File: src/pkg/slcc_pkg.sv
package slcc_pkg;

  // ***************************************************************
  // Register map (byte addresses on the Wishbone bus)
  // ***************************************************************
  localparam logic [7:0] ADR_CTRL = 8'h00;
  localparam logic [7:0] ADR_CONN = 8'h04;
  localparam logic [7:0] ADR_BAUD = 8'h08;
  localparam logic [7:0] ADR_FMT  = 8'h0C;
  localparam logic [7:0] ADR_TMO  = 8'h10;
  localparam logic [7:0] ADR_RES  = 8'h14;
  localparam logic [7:0] ADR_REJ  = 8'h18;
  localparam logic [7:0] ADR_ISTS = 8'h1C;
  localparam logic [7:0] ADR_IMSK = 8'h20;

  // Field positions
  localparam int CTRL_START = 0;
  localparam int CTRL_CMD   = 1;
  localparam int CTRL_BUSY  = 8;
  localparam int RES_DONE   = 16;
  localparam int FMT_DB     = 0;
  localparam int FMT_PAR    = 4;
  localparam int FMT_STOP   = 8;
  localparam int FMT_FLOW   = 12;
  localparam int IRQ_DONE   = 0;
  localparam int IRQ_ERR    = 1;
  localparam int IRQ_REJ    = 2;

  // Command codes understood by the handler
  localparam logic [2:0] CMD_OPEN  = 3'h0;
  localparam logic [2:0] CMD_READ  = 3'h1;
  localparam logic [2:0] CMD_WRITE = 3'h2;

  // Completion codes
  localparam logic [15:0] RES_OK     = 16'h0000;
  localparam logic [15:0] ERR_UNKN   = 16'h2497;
  localparam logic [15:0] ERR_OPEN   = 16'h2498;
  localparam logic [15:0] ERR_RX     = 16'h2499;
  localparam logic [15:0] ERR_TX     = 16'h249A;
  localparam logic [15:0] ERR_TMO    = 16'h249D;
  localparam logic [15:0] ERR_BUSY   = 16'h249E;
  localparam logic [15:0] ERR_CONN   = 16'h249F;
  localparam logic [15:0] ERR_BAUD   = 16'h24A0;
  localparam logic [15:0] ERR_DBITS  = 16'h24A1;
  localparam logic [15:0] ERR_PARITY = 16'h24A2;
  localparam logic [15:0] ERR_STOP   = 16'h24A3;
  localparam logic [15:0] ERR_FLOW   = 16'h24A4;
  localparam logic [15:0] ERR_VRD    = 16'h24AC;
  localparam logic [15:0] ERR_VWR    = 16'h24AD;

  // Legal parameter limits
  localparam logic [15:0] CONN_MIN  = 16'h4B15;
  localparam logic [15:0] CONN_MAX  = 16'h4B63;
  localparam logic [3:0]  DBITS_MIN = 4'h5;
  localparam logic [3:0]  DBITS_MAX = 4'h8;
  localparam logic [3:0]  PAR_MAX   = 4'h2;
  localparam logic [3:0]  STOP_MIN  = 4'h1;
  localparam logic [3:0]  STOP_MAX  = 4'h2;
  localparam logic [3:0]  FLOW_MAX  = 4'h2;

  // Timing: timeout unit is one millisecond
  localparam int unsigned CLK_PERIOD_NS = 10;
  localparam int unsigned MS_NS         = 1000000;
  localparam int unsigned CYC_PER_MS    = (MS_NS + CLK_PERIOD_NS - 1) / CLK_PERIOD_NS;
  localparam logic [15:0] DEF_TMO_MS    = 16'h03E8;

  // Merge the two low byte lanes of a write into a 16-bit register
  function automatic logic [15:0] slcc_wr16(input logic [15:0] old,
                                            input logic [31:0] dat,
                                            input logic [3:0]  sel);
    logic [15:0] r;
    r = old;
    if (sel[0]) r[7:0] = dat[7:0];
    if (sel[1]) r[15:8] = dat[15:8];
    return r;
  endfunction : slcc_wr16

endpackage : slcc_pkg

File: src/rtl/slcc_param_check.sv
`timescale 1ns/10ps
`default_nettype none
module slcc_param_check
  import slcc_pkg::*;
(
  input  wire logic        clk_i,
  input  wire logic        rst_i,
  input  wire logic [15:0] conn_i,
  input  wire logic [15:0] baud_i,
  input  wire logic [15:0] fmt_i,
  output logic      [15:0] err_o
);

  logic [3:0] db, par, stp, flw;
  assign db  = fmt_i[FMT_DB+:4];
  assign par = fmt_i[FMT_PAR+:4];
  assign stp = fmt_i[FMT_STOP+:4];
  assign flw = fmt_i[FMT_FLOW+:4];

  // Only the ten listed rates are legal
  function automatic logic baud_ok(input logic [15:0] b);
    unique case (b)
      16'h004B, 16'h006E, 16'h0096, 16'h012C, 16'h0258,
      16'h04B0, 16'h0960, 16'h12C0, 16'h2580, 16'h4B00: return 1'b1;
      default: return 1'b0;
    endcase
  endfunction : baud_ok

  // First failing field wins, in descriptor order
  always_comb begin
    if (conn_i < CONN_MIN || conn_i > CONN_MAX)   err_o = ERR_CONN;   // RULE9
    else if (!baud_ok(baud_i))                    err_o = ERR_BAUD;   // RULE10
    else if (db < DBITS_MIN || db > DBITS_MAX)    err_o = ERR_DBITS;  // RULE11
    else if (par > PAR_MAX)                       err_o = ERR_PARITY; // RULE12
    else if (stp < STOP_MIN || stp > STOP_MAX)    err_o = ERR_STOP;   // RULE13
    else if (flw > FLOW_MAX)                      err_o = ERR_FLOW;   // RULE14
    else                                          err_o = RES_OK;
  end
endmodule : slcc_param_check
`default_nettype wire

File: src/rtl/slcc_timer.sv
`timescale 1ns/10ps
`default_nettype none
module slcc_timer
  import slcc_pkg::*;
#(
  parameter int unsigned CYC_MS = CYC_PER_MS
)(
  input  wire logic        clk_i,
  input  wire logic        rst_i,
  input  wire logic        run_i,
  input  wire logic [15:0] limit_i,
  output logic             expired_o
);

  localparam int PW = $clog2(CYC_MS + 1);
  localparam logic [PW-1:0] PRE_LAST = PW'(CYC_MS - 1);

  typedef struct packed {
    logic [PW-1:0] pre;
    logic [15:0]   ms;
    logic          exp;
  } slcc_tmr_t;

  slcc_tmr_t t_q, t_d;

  // Millisecond enable from a prescaler; everything clears while idle
  always_comb begin
    t_d = t_q;
    if (!run_i) begin
      t_d = '0;
    end else if (t_q.pre == PRE_LAST) begin
      t_d.pre = '0;
      t_d.ms  = t_q.ms + 16'h0001;
      if (t_q.ms + 16'h0001 >= limit_i) t_d.exp = 1'b1;
    end else begin
      t_d.pre = t_q.pre + PW'(1);
    end
  end

  always_ff @(posedge clk_i) begin
    if (rst_i) t_q <= '0;
    else       t_q <= t_d;
  end

  assign expired_o = t_q.exp;

endmodule : slcc_timer
`default_nettype wire

File: src/rtl/slcc_top.sv
// Operation
// [RULE1] Port open failure ends command with 2498
// [RULE2] Receive failure reports 2499
// [RULE3] Transmit failure reports 249A
// [RULE4] Command exceeding timeout aborts with 249D
// [RULE5] Timeout zero selects built-in default
// [RULE6] Host retries commands that timed out
// [RULE7] Command while busy rejected with 249E
// [RULE8] Host never overlaps commands on one connection
// [RULE9] Connection number outside 19221..19299 gives 249F
// [RULE10] Baud not in legal list gives 24A0
// [RULE11] Data bits outside 5..8 give 24A1
// [RULE12] Parity above 2 gives 24A2
// [RULE13] Stop bits not 1 or 2 give 24A3
// [RULE14] Flow control above 2 gives 24A4
// [RULE15] Variable memory read failure gives 24AC
// [RULE16] Variable memory write failure gives 24AD
// [RULE17] Unknown command code gives 2497
// [RULE18] One result per command, held until next
`timescale 1ns/10ps
`default_nettype none
module slcc_top
  import slcc_pkg::*;
#(
  parameter int unsigned CYC_MS  = CYC_PER_MS,
  parameter logic [15:0] DEF_TMO = DEF_TMO_MS
)(
  input  wire logic        clk_i,
  input  wire logic        rst_i,
  input  wire logic        wb_cyc_i,
  input  wire logic        wb_stb_i,
  input  wire logic        wb_we_i,
  input  wire logic [7:0]  wb_adr_i,
  input  wire logic [3:0]  wb_sel_i,
  input  wire logic [31:0] wb_dat_i,
  output logic      [31:0] wb_dat_o,
  output logic             wb_ack_o,
  output logic             irq_o,
  output logic             busy_o,
  output logic             op_start_o,
  output logic      [2:0]  op_cmd_o,
  output logic      [15:0] op_conn_o,
  output logic      [15:0] op_baud_o,
  output logic      [15:0] op_fmt_o,
  input  wire logic        op_done_i,
  input  wire logic        port_open_fail_i,
  input  wire logic        rx_fail_i,
  input  wire logic        tx_fail_i,
  input  wire logic        vmem_rd_fail_i,
  input  wire logic        vmem_wr_fail_i
);

  // ***************************************************************
  // State
  // ***************************************************************
  typedef enum logic [1:0] {ST_IDLE, ST_CHECK, ST_RUN} slcc_st_t;

  typedef struct packed {
    slcc_st_t    st;
    logic        ack;
    logic [31:0] rdat;
    logic [2:0]  cmd;
    logic [15:0] conn;
    logic [15:0] baud;
    logic [15:0] fmt;
    logic [15:0] tmo;
    logic [15:0] code;
    logic        done;
    logic [15:0] rej;
    logic [2:0]  sts;
    logic [2:0]  msk;
    logic        go;
  } slcc_state_t;

  slcc_state_t s_q, s_d;

  logic        req;
  logic        wr;
  logic        start;
  logic        run;
  logic        tmo_exp;
  logic [15:0] limit;
  logic [15:0] chk_err;
  logic        fin;
  logic [15:0] fin_code;
  logic [2:0]  new_cmd;

  assign req     = wb_cyc_i & wb_stb_i & ~s_q.ack;
  assign wr      = req & wb_we_i;
  assign start   = wr && wb_adr_i == ADR_CTRL && wb_sel_i[0] && wb_dat_i[CTRL_START];
  assign new_cmd = wb_dat_i[CTRL_CMD+:3];
  assign run     = s_q.st == ST_RUN;

  // Zero in the timeout field means the built-in default
  assign limit = (s_q.tmo == 16'h0000) ? DEF_TMO : s_q.tmo; // RULE5

  // ***************************************************************
  // Helpers
  // ***************************************************************
  slcc_param_check u_chk (
    .clk_i  (clk_i),
    .rst_i  (rst_i),
    .conn_i (s_q.conn),
    .baud_i (s_q.baud),
    .fmt_i  (s_q.fmt),
    .err_o  (chk_err)
  );

  slcc_timer #(.CYC_MS(CYC_MS)) u_tmr (
    .clk_i     (clk_i),
    .rst_i     (rst_i),
    .run_i     (run),
    .limit_i   (limit),
    .expired_o (tmo_exp)
  );

  // Completion of a running command; link faults outrank the timeout
  always_comb begin
    fin      = 1'b1;
    fin_code = RES_OK;
    if (port_open_fail_i && s_q.cmd == CMD_OPEN) fin_code = ERR_OPEN; // RULE1
    else if (rx_fail_i)      fin_code = ERR_RX;                      // RULE2
    else if (tx_fail_i)      fin_code = ERR_TX;                      // RULE3
    else if (vmem_rd_fail_i) fin_code = ERR_VRD;                     // RULE15
    else if (vmem_wr_fail_i) fin_code = ERR_VWR;                     // RULE16
    else if (tmo_exp)        fin_code = ERR_TMO;                     // RULE4
    else if (!op_done_i)     fin = 1'b0;
  end

  // ***************************************************************
  // Bus slave, command sequencer and interrupt status
  // ***************************************************************
  always_comb begin
    s_d      = s_q;
    s_d.ack  = req;
    s_d.go   = 1'b0;

    // Registered read data; unmapped addresses read as zero
    if (req && !wb_we_i) begin
      unique case (wb_adr_i)
        ADR_CTRL: s_d.rdat = {23'h0, s_q.st != ST_IDLE, 4'h0, s_q.cmd, 1'b0};
        ADR_CONN: s_d.rdat = {16'h0, s_q.conn};
        ADR_BAUD: s_d.rdat = {16'h0, s_q.baud};
        ADR_FMT:  s_d.rdat = {16'h0, s_q.fmt};
        ADR_TMO:  s_d.rdat = {16'h0, s_q.tmo};
        ADR_RES:  s_d.rdat = {15'h0, s_q.done, s_q.code};
        ADR_REJ:  s_d.rdat = {16'h0, s_q.rej};
        ADR_ISTS: s_d.rdat = {29'h0, s_q.sts};
        ADR_IMSK: s_d.rdat = {29'h0, s_q.msk};
        default:  s_d.rdat = 32'h0000_0000;
      endcase
    end

    // Descriptor fields are frozen while a command runs
    if (wr && s_q.st == ST_IDLE) begin
      unique case (wb_adr_i)
        ADR_CONN: s_d.conn = slcc_wr16(s_q.conn, wb_dat_i, wb_sel_i);
        ADR_BAUD: s_d.baud = slcc_wr16(s_q.baud, wb_dat_i, wb_sel_i);
        ADR_FMT:  s_d.fmt  = slcc_wr16(s_q.fmt, wb_dat_i, wb_sel_i);
        ADR_TMO:  s_d.tmo  = slcc_wr16(s_q.tmo, wb_dat_i, wb_sel_i);
        default:  ;
      endcase
    end
    if (wr && wb_adr_i == ADR_IMSK && wb_sel_i[0]) s_d.msk = wb_dat_i[2:0];
    // Write one to clear; any set below in this cycle still wins
    if (wr && wb_adr_i == ADR_ISTS && wb_sel_i[0]) s_d.sts = s_q.sts & ~wb_dat_i[2:0];

    // A second command during a running one is refused on its own,
    // so the result of the running command is left untouched
    if (start && s_q.st != ST_IDLE) begin
      s_d.rej          = ERR_BUSY;                     // RULE7
      s_d.sts[IRQ_REJ] = 1'b1;
    end

    unique case (s_q.st)
      ST_IDLE: begin
        if (start) begin
          s_d.cmd  = new_cmd;
          s_d.done = 1'b0;                             // RULE18
          s_d.code = RES_OK;
          if (new_cmd == CMD_OPEN) begin
            s_d.st = ST_CHECK;
          end else if (new_cmd == CMD_READ || new_cmd == CMD_WRITE) begin
            s_d.st = ST_RUN;
            s_d.go = 1'b1;
          end else begin
            s_d.code         = ERR_UNKN;               // RULE17
            s_d.done         = 1'b1;
            s_d.sts[IRQ_DONE] = 1'b1;
            s_d.sts[IRQ_ERR]  = 1'b1;
          end
        end
      end
      ST_CHECK: begin
        if (chk_err != RES_OK) begin
          s_d.st            = ST_IDLE;
          s_d.code          = chk_err;                 // RULE9 RULE10 RULE11 RULE12 RULE13 RULE14
          s_d.done          = 1'b1;
          s_d.sts[IRQ_DONE] = 1'b1;
          s_d.sts[IRQ_ERR]  = 1'b1;
        end else begin
          s_d.st = ST_RUN;
          s_d.go = 1'b1;
        end
      end
      ST_RUN: begin
        if (fin) begin
          s_d.st            = ST_IDLE;
          s_d.code          = fin_code;                // RULE18
          s_d.done          = 1'b1;
          s_d.sts[IRQ_DONE] = 1'b1;
          if (fin_code != RES_OK) s_d.sts[IRQ_ERR] = 1'b1;
        end
      end
    endcase
  end

  // Single state register, synchronous reset
  always_ff @(posedge clk_i) begin
    if (rst_i) s_q <= '0;
    else       s_q <= s_d;
  end

  // ***************************************************************
  // Outputs
  // ***************************************************************
  assign wb_ack_o   = s_q.ack;
  assign wb_dat_o   = s_q.rdat;
  assign irq_o      = |(s_q.sts & s_q.msk);
  assign busy_o     = s_q.st != ST_IDLE;
  assign op_start_o = s_q.go;
  assign op_cmd_o   = s_q.cmd;
  assign op_conn_o  = s_q.conn;
  assign op_baud_o  = s_q.baud;
  assign op_fmt_o   = s_q.fmt;
endmodule : slcc_top
`default_nettype wire

File: config.mk
export PLATFORM = sky130hd
export DESIGN_NAME = slcc_top
export DESIGN_NICKNAME = d
export VERILOG_FILES = /design/src/pkg/slcc_pkg.sv /design/src/rtl/slcc_param_check.sv /design/src/rtl/slcc_timer.sv /design/src/rtl/slcc_top.sv
export SDC_FILE = /design/constraint.sdc
export NUM_CORES = 1
export LEC_CHECK = 0
export BUFFER_PORTS_ARGS = -buffer_cell sky130_fd_sc_hd__buf_2
export CAP_MARGIN = 25
export CORE_AREA = 2 2 143 145
export DETAILED_ROUTE_END_ITERATION = 8
export DIE_AREA = 0 0 145 147
export REMOVE_ABC_BUFFERS = 1
export SKIP_LAST_GASP = 1
export SYNTH_ARGS = -nofsm -noshare
export SYNTH_HDL_FRONTEND = slang
export SYNTH_SLANG_ARGS = --single-unit
File: constraint.sdc
create_clock -name clk_i -period 4.1 [get_ports clk_i]
set_clock_uncertainty 0.15 [all_clocks]
set_input_delay 0.205 -clock clk_i [delete_from_list [all_inputs] [get_ports clk_i]]
set_output_delay 0.205 -clock clk_i [all_outputs]
set_load 0.02 [all_outputs]
==> impl_metrics.env, run 1 <==
export IMPL_post_cts_resized=0
export IMPL_crit_buf_inv=0
export IMPL_setup_violations_final=0
export IMPL_top_layer="met5"
export IMPL_crit_family="simple AND/OR/NAND/NOR gates"
export IMPL_path_max_fanout=5
export IMPL_drt_vias_per_instance=5.37
export IMPL_vias=6701
export IMPL_seqPwrFrac_pct=44.4
export IMPL_drt_iter0_drc=608
export IMPL_hold_buffers=15
export IMPL_core_area_sq_um=19800
export IMPL_met2_length_um=9970
export IMPL_tns_ns=0
export IMPL_yosysTopAreaCell="dfxtp_1"
export IMPL_row_count=52
export IMPL_synth_cells=940
export IMPL_cp_arrival_ns=3.55
export IMPL_fmaxAchievable_ghz=0.292
export IMPL_p_sw_w=0.000684
export IMPL_post_route_drc_count=0
export IMPL_synth_top_area_share_pct=35.0
export IMPL_p_leak_nw=3.21
export IMPL_die_area_sq_um=21300
export IMPL_synth_common_cells="nor2_1, dfxtp_1, buf_4"
export IMPL_clock_sink_count=137
export IMPL_io_buffers=108
export IMPL_async_flop_share_pct=0
export IMPL_start_util_pct=39.5
export IMPL_syn_area_sq_um=7840
export IMPL_pin_count=142
export IMPL_drive_gt1_share_pct=17.0
export IMPL_place_hpwl_um=15500
export IMPL_criticalPathCategory="flip-flop to flip-flop"
export IMPL_synth_area_leaders="dfxtp_1, mux2i_1, buf_4"
export IMPL_synth_ff_type="dfxtp_1"
export IMPL_final_nets=1043
export IMPL_p_clk_share_pct=52.1
export IMPL_clock_tree_buffer_depth=2
export IMPL_synth_cell_types=71
export IMPL_h_tree_depth=4
export IMPL_nFillCells=1970
export IMPL_grt_pass1_vias=6292
export IMPL_antenna_found_initial=2
export IMPL_grt_max_degree=52
export IMPL_yosysSeqAreaShare_pct=35.0
export IMPL_root_buffer="clkbuf_16"
export IMPL_end_kind="flip-flop"
export IMPL_clkTransAtPathRegs_ns=0.06
export IMPL_slowest_delay_ns=0.42
export IMPL_drtAntennaViolNets=0
export IMPL_tightest_slew_ns=0.955
export IMPL_ir_drop_mv=0.279
export IMPL_wl_per_cell_um=17.1
export IMPL_hold_viol_final=0
export IMPL_die_y_um=147
export IMPL_worstPathRequired_ns=4.22
export IMPL_ys_warn_count=0
export IMPL_grt_total_usage_pct=20.0
export IMPL_synth_enable_flop_cells=0
export IMPL_yosysMostFrequentCell="nor2_1"
export IMPL_avgSynthCellArea_sq_um=8.34
export IMPL_sw_frac_of_total_pct=22.8
export IMPL_slew_headroom_pct=35.8
export IMPL_die_w_um=145
export IMPL_syn_to_final_growth_pct=11.4
export IMPL_gp_congestion=0.874
export IMPL_firstDrtPassIters=8
export IMPL_cts_setup_buffers=0
export IMPL_diodes=0
export IMPL_grt_pass1_wl_um=34000
export IMPL_rsz0062_at_grt="no"
export IMPL_wl_met1_um=9580
export IMPL_overflow=0
export IMPL_met3WireLength_um=1390
export IMPL_p_total_w=0.00301
export IMPL_drv_slew=0
export IMPL_hold_class="primary input to flip-flop"
export IMPL_synth_seq_cells=137
export IMPL_powerDensity_nw_per_um2=344
export IMPL_startpoint_type="flip-flop"
export IMPL_wl_um=21300
export IMPL_internal_power_w=0.00232
export IMPL_cts_buffers=17
export IMPL_cpMaxStageDelayCell="dfxtp_1"
export IMPL_layout_min_cycle_time_ns=3.43
export IMPL_cp_cell_sequence="ha_1, nand3_1, or2_2, nor3_1, nand3_1, nor2_1, xor2_1, ha_1, nand4_1, nor2_1, a211oi_1, o211ai_1, a31oi_1, nor3_1"
export IMPL_fin_crit_sh_pct=83.6
export IMPL_clock_latency_ns=0.42
export IMPL_cap_violations=0
export IMPL_cts_tree="yes"
export IMPL_combPwrFrac_pct=3.5
export IMPL_run_status="finished clean"
[registers in the layout, indices dropped and copies added, names as in the netlist, 3 cells and up]
register / count
op_baud_o: 16
op_cmd_o: 3
wb_dat_o: 17
op_conn_o: 16
s_q: 33
u_tmr.t_q: 33
op_fmt_o: 16
[worst reg2reg max path: cells and delay by family, from the launching register on]
family | cells | cell delay, ns
XOR/XNOR | 1 | 0.17
AO/OA/AOI/OAI | 3 | 0.50
adder cells (fa/ha/maj) | 2 | 0.51
flip-flops | 1 | 0.42
AND/OR/NAND/NOR | 8 | 1.53
[power groups by stage]
stage / sequential, W / clock [W] / combinational [W]
3_5_place_dp: 0.00136 / 0 / 0.0000941
2_1_floorplan: 0.00136 / 0 / 0.0000325
6_report: 0.00133 / 0.00157 / 0.000106
3_3_place_gp: 0.00136 / 0 / 0.0000939
4_1_cts: 0.00133 / 0.00160 / 0.000105
5_1_grt: 0.00133 / 0.00165 / 0.000114
[final cells by class]
type                            count  area [sq um]  share of cell area (%)
Clock buffer                       17           425                    4.87
Clock inverter                     13           170                    1.95
Inverter                           20          75.1                   0.860
Multi-Input combinational cell    659          4220                    48.3
Sequential cell                   137          2740                    31.4
Tap cell                          270           338                    3.87
Timing Repair Buffer              132           764                    8.76
[final timing paths]
kind | start | endpoint | slack [ns] | cells past startpoint
worst max-delay path | u_tmr.t_q[1] | u_tmr.expired_o | 0.67 | 14
worst min-delay path | wb_dat_i[1] | op_cmd_o[0] | 0.01 | 3
worst max register to register | u_tmr.t_q[1] | u_tmr.expired_o | 0.67 | 14
worst min register to register | s_q[8] | s_q[8] | 0.29 | 2
[cell usage in the layout, fill, tap and decap left out, types with 12 or more instances in the layout]
| cell type | count |
|---|---|
| nand3_1 | 25 |
| or3_1 | 14 |
| a21oi_1 | 56 |
| clkbuf_16 | 17 |
| nor2_1 | 148 |
| dfxtp_1 | 137 |
| dlygate4sd3_1 | 15 |
| nor4_1 | 12 |
| xnor2_1 | 19 |
| nand4_1 | 15 |
| mux2i_1 | 69 |
| a22oi_1 | 26 |
| nand2_1 | 44 |
| buf_2 | 107 |
| o21ai_0 | 25 |
| nor3_1 | 20 |
| xor2_1 | 18 |
| inv_1 | 20 |
| conb_1 | 15 |
| ha_1 | 21 |
[logic make-up after synthesis]
family	Yosys count	share of synthesized area, %
fa+ha+maj	21	3.35
mux	70	8.96
xor+xnor	37	4.13
buf+inv	158	11.9
other cells	1	0.0478
simple gates	350	22.5
flops	137	35.0
compound gates	166	14.2
[routing by layer]
layer	GRT usage, %	vias up
met5	0	-
met4	5.64	4
met3	4.69	34
met2	33.1	264
met1	26.2	3118
li1	-	3281
[metrics by stage]
| step | hold WS [ns] | area (sq um) | worst slack, ns | cells | util, % |
|---|---|---|---|---|---|
| 2_1_floorplan | 0.117 | 7030 | 0.982 | 816 | - |
| 3_3_place_gp | 0.279 | 7960 | 0.721 | 1200 | 40.1 |
| 3_5_place_dp | 0.287 | 7970 | 0.640 | 1201 | 40.2 |
| 4_1_cts | 0.00492 | 8720 | 0.617 | 1246 | 43.9 |
| 5_1_grt | 0.0169 | 8730 | 0.276 | 1248 | 44.0 |
| 6_report | 0.0127 | 8730 | 0.671 | 1248 | 44.0 |
Power figures use the tool's default switching activity.
==> inputs of run 2 (changes only) <==
--- a/config.mk
+++ b/config.mk
@@ -5,6 +5,7 @@
 export SDC_FILE = /design/constraint.sdc
 export NUM_CORES = 1
 export LEC_CHECK = 0
+export ABC_AREA = 1
 export BUFFER_PORTS_ARGS = -buffer_cell sky130_fd_sc_hd__buf_2
 export CAP_MARGIN = 25
 export CORE_AREA = 2 2 143 145
==> constraint.sdc (replaced) <==
create_clock -name clk_i -period 3.6 [get_ports clk_i]
set_clock_uncertainty 0.15 [all_clocks]
set_input_delay 0.18 -clock clk_i [delete_from_list [all_inputs] [get_ports clk_i]]
set_output_delay 0.18 -clock clk_i [all_outputs]
set_load 0.02 [all_outputs]
==> run 2 against run 1 <==
Critical path depth is 2 higher. Maximum frequency increased by 21%. Wire length fell by 0.73%. Critical endpoint unchanged. Utilization grew 0.38 points. Highest routed layer is now met4. Combinational power grew 51%. Clock power grew 18%. Count of clock-buffer cells in the layout is 1 higher. Global-route usage fell by 0.080 points. Synthesized area fell by 0.61%. Power up 18%.
==> impl_metrics.env, run 2 <==
export IMPL_grt_pass1_wl_um=33900
export IMPL_die_area_sq_um=21300
export IMPL_setup_violations_final=0
export IMPL_ir_drop_mv=0.280
export IMPL_grt_pass1_vias=6641
export IMPL_wl_um=21100
export IMPL_syn_to_final_growth_pct=13.1
export IMPL_worstPathRequired_ns=3.77
export IMPL_layout_min_cycle_time_ns=2.83
export IMPL_place_ws_ns=0.719
export IMPL_cts_setup_buffers=0
export IMPL_vias=7108
export IMPL_ys_warn_count=0
export IMPL_p_leak_nw=3.86
export IMPL_post_route_drc_count=0
export IMPL_worst_slack_ns=0.773
export IMPL_antenna_found_initial=0
export IMPL_grt_total_usage_pct=19.9
export IMPL_root_buffer="clkbuf_16"
export IMPL_clkTransAtPathRegs_ns=0.06
export IMPL_grt_max_degree=32
export IMPL_r2r_start="u_tmr.t_q[1]"
export IMPL_synth_common_cells="nand2_1, dfxtp_1, nor2_1"
export IMPL_tns_ns=0
export IMPL_yosysMostFrequentCell="nand2_1"
export IMPL_drt_vias_per_instance=4.94
export IMPL_clock_tree_buffer_depth=2
export IMPL_criticalPathCategory="flip-flop to flip-flop"
export IMPL_post_cts_resized=0
export IMPL_firstDrtPassIters=5
export IMPL_synth_ff_type="dfxtp_1"
export IMPL_critPathLaunch="u_tmr.t_q[1]"
export IMPL_drtAntennaViolNets=0
export IMPL_synth_area_leaders="dfxtp_1, nand2_1, buf_4"
export IMPL_rr_worst_depth=16
export IMPL_die_y_um=147
export IMPL_synth_cell_types=47
export IMPL_fin_util_pct=44.4
export IMPL_hold_class="primary input to flip-flop"
export IMPL_fmaxAchievable_ghz=0.354
export IMPL_tightest_slew_ns=0.819
export IMPL_powerDensity_nw_per_um2=402
export IMPL_row_count=52
export IMPL_final_nets=1233
export IMPL_async_flop_share_pct=0
export IMPL_cts_tree="yes"
export IMPL_drt_iter0_drc=428
export IMPL_cap_violations=0
export IMPL_start_util_pct=39.3
export IMPL_core_area_sq_um=19800
export IMPL_rsz0062_at_grt="no"
export IMPL_run_status="finished clean"
export IMPL_end_kind="flip-flop"
export IMPL_syn_area_sq_um=7790
export IMPL_place_hpwl_um=15900
export IMPL_synth_enable_flop_cells=0
export IMPL_fin_crit_sh_pct=78.5
export IMPL_yosysTopAreaCell="dfxtp_1"
export IMPL_yosysSeqAreaShare_pct=35.2
export IMPL_hold_viol_final=0
export IMPL_gp_congestion=0.891
export IMPL_h_tree_depth=4
export IMPL_wl_per_cell_um=14.7
export IMPL_endpoint="u_tmr.expired_o"
export IMPL_cts_buffers=17
export IMPL_drv_slew=0
export IMPL_most_common_layout_cells="nand2_1, dfxtp_1, nor2_1"
export IMPL_startpoint_type="flip-flop"
export IMPL_synth_cells=1103
export IMPL_postPlaceCellArea_sq_um=8020
export IMPL_avgSynthCellArea_sq_um=7.06
export IMPL_cp_arrival_ns=3.00
export IMPL_clock_latency_ns=0.43
export IMPL_clock_sink_count=137
export IMPL_pin_count=142
export IMPL_drive_gt1_share_pct=18.9
export IMPL_die_w_um=145
export IMPL_diodes=0
export IMPL_synth_seq_cells=137
export IMPL_io_buffers=108
export IMPL_synth_top_area_share_pct=35.2
export IMPL_layout_cells_most_common="nand2_1"
export IMPL_slew_headroom_pct=45.4
export IMPL_path_max_fanout=4
export IMPL_hold_depth=5
export IMPL_final_area_sq_um=8810
export IMPL_r2r_setup_slack_ns=0.77
export IMPL_overflow=0
export IMPL_r2r_end="u_tmr.expired_o"
export IMPL_p_total_w=0.00354
## run 2: metrics by stage
| step | std cells | hold WS, ns |
|---|---|---|
| 4_1_cts | 1440 | 0.0263 |
| 3_3_place_gp | 1391 | 0.281 |
| 6_report | 1440 | 0.0489 |
| 5_1_grt | 1440 | 0.0555 |
| 2_1_floorplan | 1009 | 0.0991 |
| 3_5_place_dp | 1391 | 0.289 |
## run 2: timing repair
action,4_1_cts,5_1_grt
endpoints found under the hold margin,52,0
endpoints found under the setup margin,0,0
hold buffers,17,0
## run 2: final cells by class
| class | instances | area [sq um] |
|---|---|---|
| Tap cell | 270 | 338 |
| Multi-Input combinational cell | 746 | 3900 |
| Fill cell | 2081 | 11000 |
| Clock inverter | 14 | 185 |
| Clock buffer | 18 | 429 |
| Sequential cell | 137 | 2740 |
| Timing Repair Buffer | 129 | 741 |
| Inverter | 126 | 475 |
## run 2: cells by family (layout without fill, tap and decap cells)
logic type	after synthesis	count (layout)	share of synthesized area (%)
flip-flops	137	137	35.2
multiplexers	1	1	0.128
AO/OA/AOI/OAI	254	254	18.0
buffers and inverters	234	287	15.5
XOR/XNOR	18	18	2.12
AND/OR/NAND/NOR	437	437	25.7
adder cells (fa/ha/maj)	21	21	3.37
other	1	15	0.0481
## run 2: worst min path at each step
stage / to / slack (ns) / start
4_1_cts: op_start_o / 0.03 / wb_dat_i[1]
3_3_place_gp: u_tmr.t_q[17] / 0.28 / u_tmr.t_q[17]
3_5_place_dp: u_tmr.t_q[17] / 0.29 / u_tmr.t_q[17]
6_report: op_start_o / 0.05 / wb_dat_i[1]
2_1_floorplan: s_q[141] / 0.1 / rst_i
5_1_grt: op_start_o / 0.06 / wb_dat_i[1]
## run 2: critical path, stage by stage, from the launching register on
cell and delay, ns:
dfxtp_1 0.40, ha_1 0.21, nand3_1 0.14, inv_2 0.08, nand3_1 0.13, nor2_2 0.15, nand3_2 0.10, nor3_2 0.14
xor2_1 0.24, ha_1 0.27, nand2_1 0.08, inv_1 0.04, nand3_1 0.08, inv_1 0.05, a21oi_1 0.15, nand3_1 0.12
a22o_1 0.18
## run 2: per-layer routing
metal	global-route usage (%)	share of wire [%]
met2	33.2	47
met3	3.63	6.0
met4	7.23	1.8
met5	0	0
met1	25.9	45
## run 2: power by group
part | total [W] | leakage, nW | internal [W] | switching, W
logic | 0.000160 | 2.46 | 0.0000500 | 0.000110
clock network | 0.00186 | 0.302 | 0.00111 | 0.000751
registers | 0.00152 | 1.10 | 0.00152 | 0.00000261
total | 0.00354 | 3.86 | 0.00268 | 0.000863
